--- src/core/siop_pkg.sv ---
package siop_pkg;

   // timebase for the frequency test square wave
   localparam int unsigned CLK_HZ      = 50_000_000;
   localparam int unsigned FT_HZ       = 512;
   localparam int unsigned FT_HALF_CYC = CLK_HZ / (2 * FT_HZ);
   localparam int unsigned CNT_W       = 16;

   // register indices; byte address is four times the index
   localparam logic [4:0] IDX_CALIB    = 5'h08;
   localparam logic [4:0] IDX_WDOG     = 5'h09;
   localparam logic [4:0] IDX_ALM1_MON = 5'h0a;
   localparam logic [4:0] IDX_FLAGS    = 5'h0f;
   localparam logic [4:0] IDX_TMR_CTL  = 5'h11;

   // bus geometry
   localparam int unsigned ADDR_W = 8;
   localparam int unsigned DATA_W = 32;
   localparam int unsigned REG_W  = 8;

   // field positions
   localparam int unsigned BIT_OUT   = 7;
   localparam int unsigned BIT_FT    = 6;
   localparam int unsigned BIT_OSC_FAIL_IRQ_ENABLE  = 7;
   localparam int unsigned BIT_FIRST_ALARM_IRQ_ENABLE  = 7;
   localparam int unsigned BIT_ABE   = 5;
   localparam int unsigned BIT_TIE   = 5;
   localparam int unsigned BIT_F_WD  = 7;
   localparam int unsigned BIT_F_AL1 = 6;
   localparam int unsigned BIT_F_TMR = 3;
   localparam int unsigned BIT_F_OF  = 2;

   // reset values and responses
   localparam logic [7:0] REG_RST     = 8'h00;
   localparam logic [1:0] RESP_OKAY   = 2'h0;
   localparam logic [1:0] RESP_SLVERR = 2'h2;

endpackage

--- src/core/siop_core.sv ---
`timescale 1ns/1ps
// Function
// - timer, osc-fail, alarm, watchdog ORed into request
// - frequency test gives 512 Hz square wave
// - main supply, level 0, test 0: pin low
// - main supply, test 1: 512 Hz conditions
// - main supply, level 1, enabled: pin follows request
// - main supply, level 1, test 0, nothing enabled: high
// - backup: only alarm and osc-fail sources
// - backup: frequency test ignored on the shared pin; variant pin still shows it
// - backup, backup enable 0: pin high
// - backup, level 1, no enables: pin high
// - backup, level 0, backup enable 1: low
// - backup: interrupts need level, backup, enable
// - level bit 7, test bit 6 calibration
// - alarm enable bit 7, backup bit 5
// - osc-fail enable, timer enable bit placement
// - main supply, level 1: pin stays low while any enabled source pending
// - variant pin shows 512 Hz under test
// - variant pin high when supply good and test off
// - supply fail clears test, asserts reset low
// - test enable starts at zero
// - osc-fail flag sticky until written zero
// - enable clear releases, re-set reasserts
module siop_core
   import siop_pkg::*;
#(
   parameter int unsigned FT_HALF = FT_HALF_CYC
) (
   // clock, reset, enable
   input  wire logic              clk_sys,
   input  wire logic              rst,
   input  wire logic              clk_en,
   // axi4-lite write address
   input  wire logic [ADDR_W-1:0] s_axi_awaddr,
   input  wire logic              s_axi_awvalid,
   output logic                   s_axi_awready,
   // axi4-lite write data
   input  wire logic [DATA_W-1:0] s_axi_wdata,
   input  wire logic [3:0]        s_axi_wstrb,
   input  wire logic              s_axi_wvalid,
   output logic                   s_axi_wready,
   // axi4-lite write response
   output logic [1:0]             s_axi_bresp,
   output logic                   s_axi_bvalid,
   input  wire logic              s_axi_bready,
   // axi4-lite read address
   input  wire logic [ADDR_W-1:0] s_axi_araddr,
   input  wire logic              s_axi_arvalid,
   output logic                   s_axi_arready,
   // axi4-lite read data
   output logic [DATA_W-1:0]      s_axi_rdata,
   output logic [1:0]             s_axi_rresp,
   output logic                   s_axi_rvalid,
   input  wire logic              s_axi_rready,
   // interrupt sources, same clock
   input  wire logic              timer_irq_pending,
   input  wire logic              alarm1_irq_pending,
   input  wire logic              watchdog_irq_pending,
   input  wire logic              watchdog_running,
   input  wire logic              osc_fail_event,
   // power state, asynchronous
   input  wire logic              backup_mode,
   input  wire logic              supply_low,
   // pins
   output logic                   shared_irq_pin_o,
   output logic                   shared_irq_pin_oe,
   output logic                   test_reset_pin
);

   ////////////////////////////////////////////////////////////////////////
   // declarations

   localparam logic [CNT_W-1:0] HALF_M1 = CNT_W'(FT_HALF - 1);

   logic [1:0]       sync1_q;      // first stage, read by second only
   logic [1:0]       sync2_q;      // second stage
   logic [1:0]       sync3_q;      // third stage
   logic [1:0]       pwr_q;        // filtered {supply_low, backup}
   logic             bkp;          // backup table selected
   logic             vlow;         // supply below reset threshold

   logic [REG_W-1:0] calib_q;      // level and test enable
   logic [REG_W-1:0] wdog_q;       // osc-fail enable
   logic [REG_W-1:0] alm_q;        // alarm enable, backup enable
   logic [REG_W-1:0] tmr_q;        // timer enable
   logic             osc_flag_q;   // sticky osc-fail flag

   logic             out_lvl;      // discrete level bit
   logic             ft_en;        // frequency test enable
   logic             irq_m;        // main supply request
   logic             any_en_m;     // any main supply enable
   logic             irq_b;        // backup request
   logic             any_en_b;     // any backup enable
   logic             pin_low_d;    // shared pin drive low, next

   logic [CNT_W-1:0] sq_cnt_q;     // square wave divider
   logic             sq_q;         // 512 hz square wave

   logic             aw_free_q;    // address slot empty
   logic             w_free_q;     // data slot empty
   logic [ADDR_W-1:0] awaddr_q;    // held write address
   logic [REG_W-1:0] wdata_q;      // held write byte
   logic             wstrb_q;      // lane 0 strobe
   logic             bvalid_q;     // write answer pending
   logic [1:0]       bresp_q;      // write answer code
   logic             arready_q;    // read slot empty
   logic             rvalid_q;     // read answer pending
   logic [DATA_W-1:0] rdata_q;     // read answer data
   logic [1:0]       rresp_q;      // read answer code
   logic             do_wr;        // write commits this cycle
   logic             wr_hit;       // write address mapped
   logic [4:0]       wr_idx;       // write register index
   logic             rd_hit;       // read address mapped
   logic [REG_W-1:0] rd_byte;      // read mux result
   logic             pin_oe_q;     // shared pin enable
   logic             pin_o_q;      // shared pin level when driven
   logic             trp_q;        // variant pin level

   ////////////////////////////////////////////////////////////////////////
   // address decode

   // only aligned words at the five mapped indices answer okay
   function automatic logic addr_hit(input logic [ADDR_W-1:0] a);
      logic [4:0] ix;
      ix = a[6:2];
      addr_hit = (a[1:0] == 2'h0) && !a[7] &&
                 (ix == IDX_CALIB || ix == IDX_WDOG ||
                  ix == IDX_ALM1_MON || ix == IDX_FLAGS ||
                  ix == IDX_TMR_CTL);
   endfunction

   ////////////////////////////////////////////////////////////////////////
   // power state synchronisers

   // three stages; a change counts once stages two and three agree
   always_ff @(posedge clk_sys or posedge rst) begin
      if (rst) begin
         sync1_q <= 2'h0;
         sync2_q <= 2'h0;
         sync3_q <= 2'h0;
         pwr_q   <= 2'h0;
      end else if (clk_en) begin
         sync1_q <= {supply_low, backup_mode};
         sync2_q <= sync1_q;
         sync3_q <= sync2_q;
         for (int i = 0; i < 2; i++) begin
            if (sync2_q[i] == sync3_q[i]) begin
               pwr_q[i] <= sync3_q[i];
            end
         end
      end
   end

   assign bkp  = pwr_q[0];
   assign vlow = pwr_q[1];

   ////////////////////////////////////////////////////////////////////////
   // write channel

   assign do_wr  = !aw_free_q && !w_free_q && !bvalid_q;
   assign wr_idx = awaddr_q[6:2];
   assign wr_hit = addr_hit(awaddr_q);

   // address and data are taken in either order, then answered
   always_ff @(posedge clk_sys or posedge rst) begin
      if (rst) begin
         aw_free_q <= 1'b1;
         w_free_q  <= 1'b1;
         awaddr_q  <= '0;
         wdata_q   <= REG_RST;
         wstrb_q   <= 1'b0;
         bvalid_q  <= 1'b0;
         bresp_q   <= RESP_OKAY;
      end else if (clk_en) begin
         if (aw_free_q && s_axi_awvalid) begin
            aw_free_q <= 1'b0;
            awaddr_q  <= s_axi_awaddr;
         end
         if (w_free_q && s_axi_wvalid) begin
            w_free_q <= 1'b0;
            wdata_q  <= s_axi_wdata[REG_W-1:0];
            wstrb_q  <= s_axi_wstrb[0];
         end
         if (do_wr) begin
            bvalid_q <= 1'b1;
            bresp_q  <= wr_hit ? RESP_OKAY : RESP_SLVERR;
         end
         // slots reopen only after the answer is taken
         if (bvalid_q && s_axi_bready) begin
            bvalid_q  <= 1'b0;
            aw_free_q <= 1'b1;
            w_free_q  <= 1'b1;
         end
      end
   end

   ////////////////////////////////////////////////////////////////////////
   // configuration registers

   // bit placement of level, test and enables
   always_ff @(posedge clk_sys or posedge rst) begin
      if (rst) begin
         calib_q <= REG_RST;
         wdog_q  <= REG_RST;
         alm_q   <= REG_RST;
         tmr_q   <= REG_RST;
      end else if (clk_en) begin
         if (do_wr && wr_hit && wstrb_q) begin
            case (wr_idx)
               IDX_CALIB:    calib_q <= wdata_q;
               IDX_WDOG:     wdog_q  <= wdata_q;
               IDX_ALM1_MON: alm_q   <= wdata_q;
               IDX_TMR_CTL:  tmr_q   <= wdata_q;
               default:      ;
            endcase
         end
         // a failing supply drops the test so the pin can signal reset
         if (vlow) begin
            calib_q[BIT_FT] <= 1'b0;
         end
      end
   end

   ////////////////////////////////////////////////////////////////////////
   // sticky oscillator fail flag

   // reading never clears; a new event beats a clearing write
   always_ff @(posedge clk_sys or posedge rst) begin
      if (rst) begin
         osc_flag_q <= 1'b0;
      end else if (clk_en) begin
         if (osc_fail_event) begin
            osc_flag_q <= 1'b1;
         end else if (do_wr && wr_hit && wstrb_q && wr_idx == IDX_FLAGS &&
                      !wdata_q[BIT_F_OF]) begin
            osc_flag_q <= 1'b0;
         end
      end
   end

   ////////////////////////////////////////////////////////////////////////
   // read channel

   // read mux; the flags show the pending sources, enabled or not
   always_comb begin
      rd_byte = REG_RST;
      case (s_axi_araddr[6:2])
         IDX_CALIB:    rd_byte = calib_q;
         IDX_WDOG:     rd_byte = wdog_q;
         IDX_ALM1_MON: rd_byte = alm_q;
         IDX_TMR_CTL:  rd_byte = tmr_q;
         IDX_FLAGS: begin
            rd_byte[BIT_F_WD]  = watchdog_irq_pending;
            rd_byte[BIT_F_AL1] = alarm1_irq_pending;
            rd_byte[BIT_F_TMR] = timer_irq_pending;
            rd_byte[BIT_F_OF]  = osc_flag_q;
         end
         default:      rd_byte = REG_RST;
      endcase
   end

   assign rd_hit = addr_hit(s_axi_araddr);

   // one read at a time, answered the cycle after the address
   always_ff @(posedge clk_sys or posedge rst) begin
      if (rst) begin
         arready_q <= 1'b1;
         rvalid_q  <= 1'b0;
         rdata_q   <= '0;
         rresp_q   <= RESP_OKAY;
      end else if (clk_en) begin
         if (arready_q && s_axi_arvalid) begin
            arready_q <= 1'b0;
            rvalid_q  <= 1'b1;
            rdata_q   <= rd_hit ? {{(DATA_W-REG_W){1'b0}}, rd_byte} : '0;
            rresp_q   <= rd_hit ? RESP_OKAY : RESP_SLVERR;
         end else if (rvalid_q && s_axi_rready) begin
            rvalid_q  <= 1'b0;
            arready_q <= 1'b1;
         end
      end
   end

   ////////////////////////////////////////////////////////////////////////
   // 512 hz square wave

   // free running, so the first period after enabling the test can be short
   always_ff @(posedge clk_sys or posedge rst) begin
      if (rst) begin
         sq_cnt_q <= '0;
         sq_q     <= 1'b0;
      end else if (clk_en) begin
         if (sq_cnt_q == HALF_M1) begin
            sq_cnt_q <= '0;
            sq_q     <= !sq_q;
         end else begin
            sq_cnt_q <= sq_cnt_q + 1'b1;
         end
      end
   end

   ////////////////////////////////////////////////////////////////////////
   // priority tables

   assign out_lvl = calib_q[BIT_OUT];
   assign ft_en   = calib_q[BIT_FT];

   // level request: pin stays low while any enabled source pends
   assign irq_m = (tmr_q[BIT_TIE] & timer_irq_pending) |
                  (wdog_q[BIT_OSC_FAIL_IRQ_ENABLE] & osc_flag_q) |
                  (alm_q[BIT_FIRST_ALARM_IRQ_ENABLE] & alarm1_irq_pending) |
                  (watchdog_running & watchdog_irq_pending);
   assign any_en_m = tmr_q[BIT_TIE] | wdog_q[BIT_OSC_FAIL_IRQ_ENABLE] |
                     alm_q[BIT_FIRST_ALARM_IRQ_ENABLE] | watchdog_running;
   // timer and watchdog play no part in backup
   assign irq_b = (wdog_q[BIT_OSC_FAIL_IRQ_ENABLE] & osc_flag_q) |
                  (alm_q[BIT_FIRST_ALARM_IRQ_ENABLE] & alarm1_irq_pending);
   assign any_en_b = wdog_q[BIT_OSC_FAIL_IRQ_ENABLE] | alm_q[BIT_FIRST_ALARM_IRQ_ENABLE];

   // pin drive low decision, table chosen by backup indicator
   always_comb begin
      pin_low_d = 1'b0;
      if (!bkp) begin
         if (!out_lvl && !ft_en) begin
            pin_low_d = 1'b1;
         end else if (ft_en && (!out_lvl || !any_en_m)) begin
            pin_low_d = !sq_q;
         end else if (out_lvl && any_en_m) begin
            pin_low_d = irq_m;
         end else begin
            pin_low_d = 1'b0;
         end
      end else begin
         // test enable is not looked at here
         if (!alm_q[BIT_ABE]) begin
            pin_low_d = 1'b0;
         end else if (!out_lvl) begin
            pin_low_d = 1'b1;
         end else if (!any_en_b) begin
            pin_low_d = 1'b0;
         end else begin
            pin_low_d = irq_b;
         end
      end
   end

   ////////////////////////////////////////////////////////////////////////
   // pin registers

   // shared pin open drain: only ever pulls low, pull-up gives the high; variant pin drives both levels
   always_ff @(posedge clk_sys or posedge rst) begin
      if (rst) begin
         pin_oe_q <= 1'b0;
         pin_o_q  <= 1'b0;
         trp_q    <= 1'b0;
      end else if (clk_en) begin
         pin_oe_q <= pin_low_d;
         pin_o_q  <= 1'b0;
         if (vlow) begin
            trp_q <= 1'b0;
         end else if (ft_en) begin
            trp_q <= sq_q;
         end else begin
            trp_q <= 1'b1;
         end
      end
   end

   assign s_axi_awready     = aw_free_q;
   assign s_axi_wready      = w_free_q;
   assign s_axi_bvalid      = bvalid_q;
   assign s_axi_bresp       = bresp_q;
   assign s_axi_arready     = arready_q;
   assign s_axi_rvalid      = rvalid_q;
   assign s_axi_rdata       = rdata_q;
   assign s_axi_rresp       = rresp_q;
   assign shared_irq_pin_o  = pin_o_q;
   assign shared_irq_pin_oe = pin_oe_q;
   assign test_reset_pin    = trp_q;

   ////////////////////////////////////////////////////////////////////////
   // checks

   chk_main_level_low: assert property (@(posedge clk_sys) disable iff (rst)
      (clk_en && !bkp && !out_lvl && !ft_en) |=> shared_irq_pin_oe)
      else $error("pin not low with level and test at zero");

   chk_main_test_wave: assert property (@(posedge clk_sys) disable iff (rst)
      (clk_en && !bkp && ft_en && (!out_lvl || !any_en_m))
      |=> (shared_irq_pin_oe == !$past(sq_q)))
      else $error("pin does not follow test wave");

   chk_main_irq_follow: assert property (@(posedge clk_sys) disable iff (rst)
      (clk_en && !bkp && out_lvl && any_en_m)
      |=> (shared_irq_pin_oe == $past(irq_m)))
      else $error("pin does not follow request");

   chk_main_idle_high: assert property (@(posedge clk_sys) disable iff (rst)
      (clk_en && !bkp && out_lvl && !ft_en && !any_en_m)
      |=> !shared_irq_pin_oe)
      else $error("pin not high when idle");

   chk_bkp_abe_off: assert property (@(posedge clk_sys) disable iff (rst)
      (clk_en && bkp && !alm_q[BIT_ABE]) |=> !shared_irq_pin_oe)
      else $error("pin driven in backup without backup enable");

   chk_bkp_level_low: assert property (@(posedge clk_sys) disable iff (rst)
      (clk_en && bkp && alm_q[BIT_ABE] && !out_lvl)
      |=> shared_irq_pin_oe)
      else $error("pin not low in backup with level zero");

   chk_bkp_irq_follow: assert property (@(posedge clk_sys) disable iff (rst)
      (clk_en && bkp && alm_q[BIT_ABE] && out_lvl && any_en_b)
      |=> (shared_irq_pin_oe ==
           $past((alm_q[BIT_FIRST_ALARM_IRQ_ENABLE] & alarm1_irq_pending) |
                 (wdog_q[BIT_OSC_FAIL_IRQ_ENABLE] & osc_flag_q))))
      else $error("backup pin does not follow alarm or osc fail");

   chk_osc_flag_sticky: assert property (@(posedge clk_sys) disable iff (rst)
      (osc_flag_q && !(do_wr && wr_idx == IDX_FLAGS)) |=> osc_flag_q)
      else $error("osc fail flag cleared without a write");

   chk_ft_drop_fail: assert property (@(posedge clk_sys) disable iff (rst)
      (clk_en && vlow) |=> (!ft_en ##0 !test_reset_pin))
      else $error("supply fail did not clear test or assert reset");

   chk_read_answer: assert property (@(posedge clk_sys) disable iff (rst)
      (clk_en && s_axi_arvalid && s_axi_arready) |=> s_axi_rvalid) // frozen
      else $error("read not answered next cycle");

endmodule // siop_core

--- config.mk ---
export PLATFORM = sky130hd
export DESIGN_NAME = siop_core
export DESIGN_NICKNAME = d
export VERILOG_FILES = /design/src/core/siop_pkg.sv /design/src/core/siop_core.sv
export SDC_FILE = /design/constraint.sdc
export NUM_CORES = 1
export LEC_CHECK = 0
export ABC_AREA = 0
export BUFFER_PORTS_ARGS = -buffer_cell sky130_fd_sc_hd__buf_2
export CORE_MARGIN = 2
export CORE_UTILIZATION = 48
export DETAILED_ROUTE_END_ITERATION = 8
export PLACE_DENSITY = 0.76
export SLEW_MARGIN = 20
export SYNTH_ARGS = -nofsm -noshare
export SYNTH_HDL_FRONTEND = slang
export SYNTH_SLANG_ARGS = --single-unit
--- constraint.sdc ---
create_clock -name clk_sys -period 3.1 [get_ports clk_sys]
set_input_delay 0.62 -clock clk_sys [delete_from_list [all_inputs] [get_ports clk_sys]]
set_output_delay 0.62 -clock clk_sys [all_outputs]
set_load 0.02 [all_outputs]
Yosys cells after proc, flatten, opt, wreduce, memory -nomap -nowiden

Cells that the tools add are included.
W data, S select, Z words.

Logic and storage cells: 147
Flip-flop bits (word level): 118
Input bits: 67
Output and inout bits: 44

Reduce and logical (&&, ||, !) cells: 63
Equal/unequal tests: 13
Multiplexer cells: 32
Bitwise logic cells: 12
Add/subtract/negate cells: 1

Operators by type and width:

| kind                    | number |
|---|---|
| $eq A5 B4 Y1 const B    | 8 |
| $reduce_and A2 Y1       | 12 |
| $mux W1                 | 22 |
| $pmux W2 S5             | 2 |
| $logic_and A1 B1 Y1     | 18 |
| $add A16 B1 Y16 const B | 1 |
| $eq A16 B16 Y1 const B  | 1 |
| $mux W16                | 1 |
| $pmux W2 S4             | 2 |
| $reduce_and A3 Y1       | 5 |
| $mux W7                 | 2 |
| $reduce_bool A2 Y1      | 7 |
| $eq A5 B5 Y1 const B    | 2 |
| $logic_not A1 Y1        | 10 |
| $logic_or A1 B1 Y1      | 9 |
| $mux W8                 | 1 |
| $or A1 B1 Y1            | 8 |
| $and A1 B1 Y1           | 4 |
| $logic_not A2 Y1        | 2 |
| $mux W2                 | 2 |
| $eq A1 B1 Y1            | 2 |

Depth between registers and ports, before layout

Word-level depth: 12
Gate-level depth with buffers: 6
Depth with buffers taken out: 5

Worst setup path after synthesis

Ideal clock, no wire load.

Path type: reg-to-reg
Start: reg bvalid_q, in the netlist s_axi_bvalid
End: reg calib_q[0]
Stages on the path, launching flop included: 6
Slack: 1086 ps
Data required time: 2975 ps
Buffers on the path: 1
Period minus slack after synthesis: 2014 ps
Arrival time: 1889 ps
Setup time: 125 ps
Cells stage by stage: dfrtp_1 -> nor4b_4 -> and2b_1 -> or3b_1 -> buf_4 -> mux2_4

Word-level cells in the longest chain between the ends: 5

RTL lines:

| element                          | line             | RTL |
|---|---|---|
| start: declaration               | siop_core.sv:105 | `logic bvalid_q;` |
| start signal: assignment         | siop_core.sv:173 | `bvalid_q <= 1'b0;` |
| start signal: assignment         | siop_core.sv:186 | `bvalid_q <= 1'b1;` |
| start signal: assignment         | siop_core.sv:191 | `bvalid_q <= 1'b0;` |
| $logic_not A1 Y1                 | siop_core.sv:161 | `assign do_wr = !aw_free_q && !w_free_q && !bvalid_q;` |
| $logic_and A1 B1 Y1              | siop_core.sv:161 |  |
| $logic_and A1 B1 Y1 (2 in a row) | siop_core.sv:209 | `if (do_wr && wr_hit && wstrb_q) begin` |
| $reduce_and A3 Y1 (no line)      | n/a              |  |
| end signal: assignment           | siop_core.sv:211 | `IDX_CALIB: calib_q <= wdata_q;` |
| end: declaration                 | siop_core.sv:83  | `logic [REG_W-1:0] calib_q;` |

No other way between the ends.
A chain may end at the register's enable or synchronous reset.

Worst setup path after layout

Start: reg awaddr_q[0]
End: reg calib_q[0]

Word-level cells in the longest chain between the ends: 6

RTL lines:

| element                          | line             | RTL |
|---|---|---|
| start: declaration               | siop_core.sv:102 | `logic [ADDR_W-1:0] awaddr_q;` |
| start signal: assignment         | siop_core.sv:178 | `awaddr_q <= s_axi_awaddr;` |
| $logic_not A2 Y1                 | siop_core.sv:127 | `addr_hit = (a[1:0] == 2'h0) && !a[7] &&` |
| $logic_and A1 B1 Y1 (2 in a row) | siop_core.sv:127 |  |
| $logic_and A1 B1 Y1 (2 in a row) | siop_core.sv:209 |  |
| $reduce_and A3 Y1 (no line)      | n/a              |  |

No other way between the ends.

==> results.ini <==
[floorplan]
io_pins=111
die_width_um=99.5
start_util=0.500
fp.coreArea_mm2=0.00876
die_area_mm2=0.00990
rows=34
die_y_um=99.5

[clock_tree]
h-tree-depth=3
cts_made_buffers=9
clk_pin_slew_ns=0.08
hold_buffers=0
cts_tree=done
post_cts_buffers=0
cts-root-buf=clkbuf_8
clk_latency_ns=0.35
cts_resized=0
cts_max_path_buffers=2
clock-sinks=92

[logic_synthesis]
ys_seq_area_frac=0.527
yosys_warnings=0
syn_avg_cell_area_um2=11.9
synth_edf_count=0
yosysTopAreaCell=dfrtp_1
synthTopCellsByCount=dfrtp_1, mux2_2, nand2_1
syn_inst=368
ys_ff_latch=92
synth_ff_type=dfrtp_1
synth_top_cell_area_share=0.509
synth_area_mm2=0.00438
synth.area.top_cells=dfrtp_1, mux2_2, buf_4
yosysMostFrequentCell=dfrtp_1
synth_cell_types=55
ys_async_sr_fraction=1.00

[sta]
finClkSkew_ns=0.0134
fmax_ghz=0.475
period_minus_slack_ns=2.10
fin_hold_ws_ns=0.320
slew_headroom=0.540
hold_viol_final=0
fin_crit_sh=0.679
finalSetupTns_ns=0
worstMarginPinSlew_ns=0.684
slew_viol_final=0
finalSetupViolations=0
rsz0062_at_grt=false

[placement]
place.port_buffers=56
dp.cells=525
placed_cell_area_mm2=0.00469
gp_congestion=0.811
hpwlAfterDp_um=5930

[setup_path]
critPathLaunchType=flop
ff2ff_setup_slack_ns=1.0
cp.required_ns=3.34
cp_data_arrival_time_ns=2.34
critPathKind=flop to flop
crit_fanout=8
crit_path_end_kind=flop

[layout]
fillers=756
final_area_mm2=0.00489
multi_input_area_mm2=0.00189
seqCellArea_mm2=0.00231
fin_nets=496
drive_gt1_frac=0.319
syn2layout_area_growth_pct=11.7
finalNonFillerCells=541
diodes=0

[grt]
grt_pass1_wl_um=14500
grt_max_degree=58
grt_usage=0.184
grt_pass1_vias=2962
overflow=0
antenna_found_initial=0

[drt]
top_layer=met4
via_per_inst=5.47
route.met3.wl_um=344
routed_wl_um=8440
wl_per_cell_um=15.6
dr.pass1.iters=4
drtIter0Drc=177
m1WireLength_um=3920
drc=0
wl_met2_um=4070
antenna_left=0
dr_total_vias=2958

[run_status]
status=completed

[hold_path]
min_path_type=input port to async pin

[flow_run]
maxCapViolations=0

[power]
powerDensity_mw_per_mm2=622
peakVddDrop_mv=0.324
leakage_nw=2.36

[worst paths after layout]
path,from,endpoint,cells after the start
setup / recovery,awaddr_q[0],calib_q[0],4
hold / removal,rst,s_axi_rresp[1],2
setup reg to reg,awaddr_q[0],calib_q[0],4
hold reg to reg,sq_q,sq_q,1
max in group asynchronous,rst,s_axi_awready,3
min in group clk_sys,s_axi_arvalid,s_axi_arready,2
[placed cells by master, fill, tap and decap left out, types with 2 or more instances in the layout]
cell type    n
a21boi_0     2
clkinv_2     2
or4_1        2
a31oi_1      2
o31ai_1      4
clkinvlp_4   2
nand2b_1     2
a21oi_1      8
inv_1        8
buf_2       56
conb_1      27
dfrtp_1     89
nand2_1     29
dfstp_2      3
nor2b_1      5
nor4_1       3
a222oi_1     3
clkbuf_1     2
and4_1       4
buf_4        4
and3_1       3
nor2_1      11
o2bb2ai_1    7
xnor2_1      6
nand3_1      8
mux2_4       7
o21ai_0     16
clkbuf_8    10
nand4_1      7
nor3_1       3
xor2_1       4
or3_1        3
a22o_1       9
a22oi_1      3
mux2i_1      8
mux2_2      46
a32o_1       2
[state kept, by name, indices dropped and copies added (netlist names), 2 cells and up]
name         cells
wdata_q          8
sync3_q          2
wdog_q           8
calib_q          8
sync1_q          2
sq_cnt_q        16
tmr_q            8
awaddr_q         8
pwr_q            2
s_axi_rdata      8
sync2_q          2
alm_q            8
[metal layers]
| layer | track usage | vias up |
|---|---|---|
| met5 | 0 | - |
| met4 | 0.0664 | 0 |
| met3 | 0.0288 | 9 |
| met2 | 0.298 | 80 |
| met1 | 0.253 | 1464 |
| li1 | - | 1405 |
[stage by stage]
step,setup WS (ns),power [mW],util
global placement,0.753,2.24,0.536
detailed placement,0.735,2.27,0.536
floorplan,0.0930,2.10,-
finish,0.996,3.04,0.558
CTS,0.982,3.07,0.558
global route,0.869,3.22,0.558
[kinds of logic (layout without fill, tap and decap cells)]
logic type,count (synthesis),count (layout),synth area share
xor gates and xnor gates,10,10,0.0200
and+or+nand+nor,92,92,0.119
muxes,61,61,0.161
adders and majority gates,1,1,0.00286
DFF,92,92,0.527
other,1,27,0.000857
buffers and inverters,47,86,0.0646
AOI/OAI and AO/OA,64,64,0.105
[power by group]
part / switching [mW] / internal, mW
logic: 0.269 / 0.291
clock network: 0.408 / 0.395
registers: 0.242 / 1.44
[cell type report]
class,instances,area share
well taps,108,0.0276
repair buffers,61,0.0676
clock buffers,12,0.0297
clock inverters,4,0.0102
multi-input cells,255,0.386
flip-flops and latches,92,0.472
inverters,9,0.00717
[worst max-delay path, cell delays in order, from the launching register on]
cell	delay [ns]
dfrtp_1	0.40
nor4b_2	0.42
nand2_1	0.13
or3b_1	0.65
mux2_4	0.39
(Power assumes the default switching activity.)
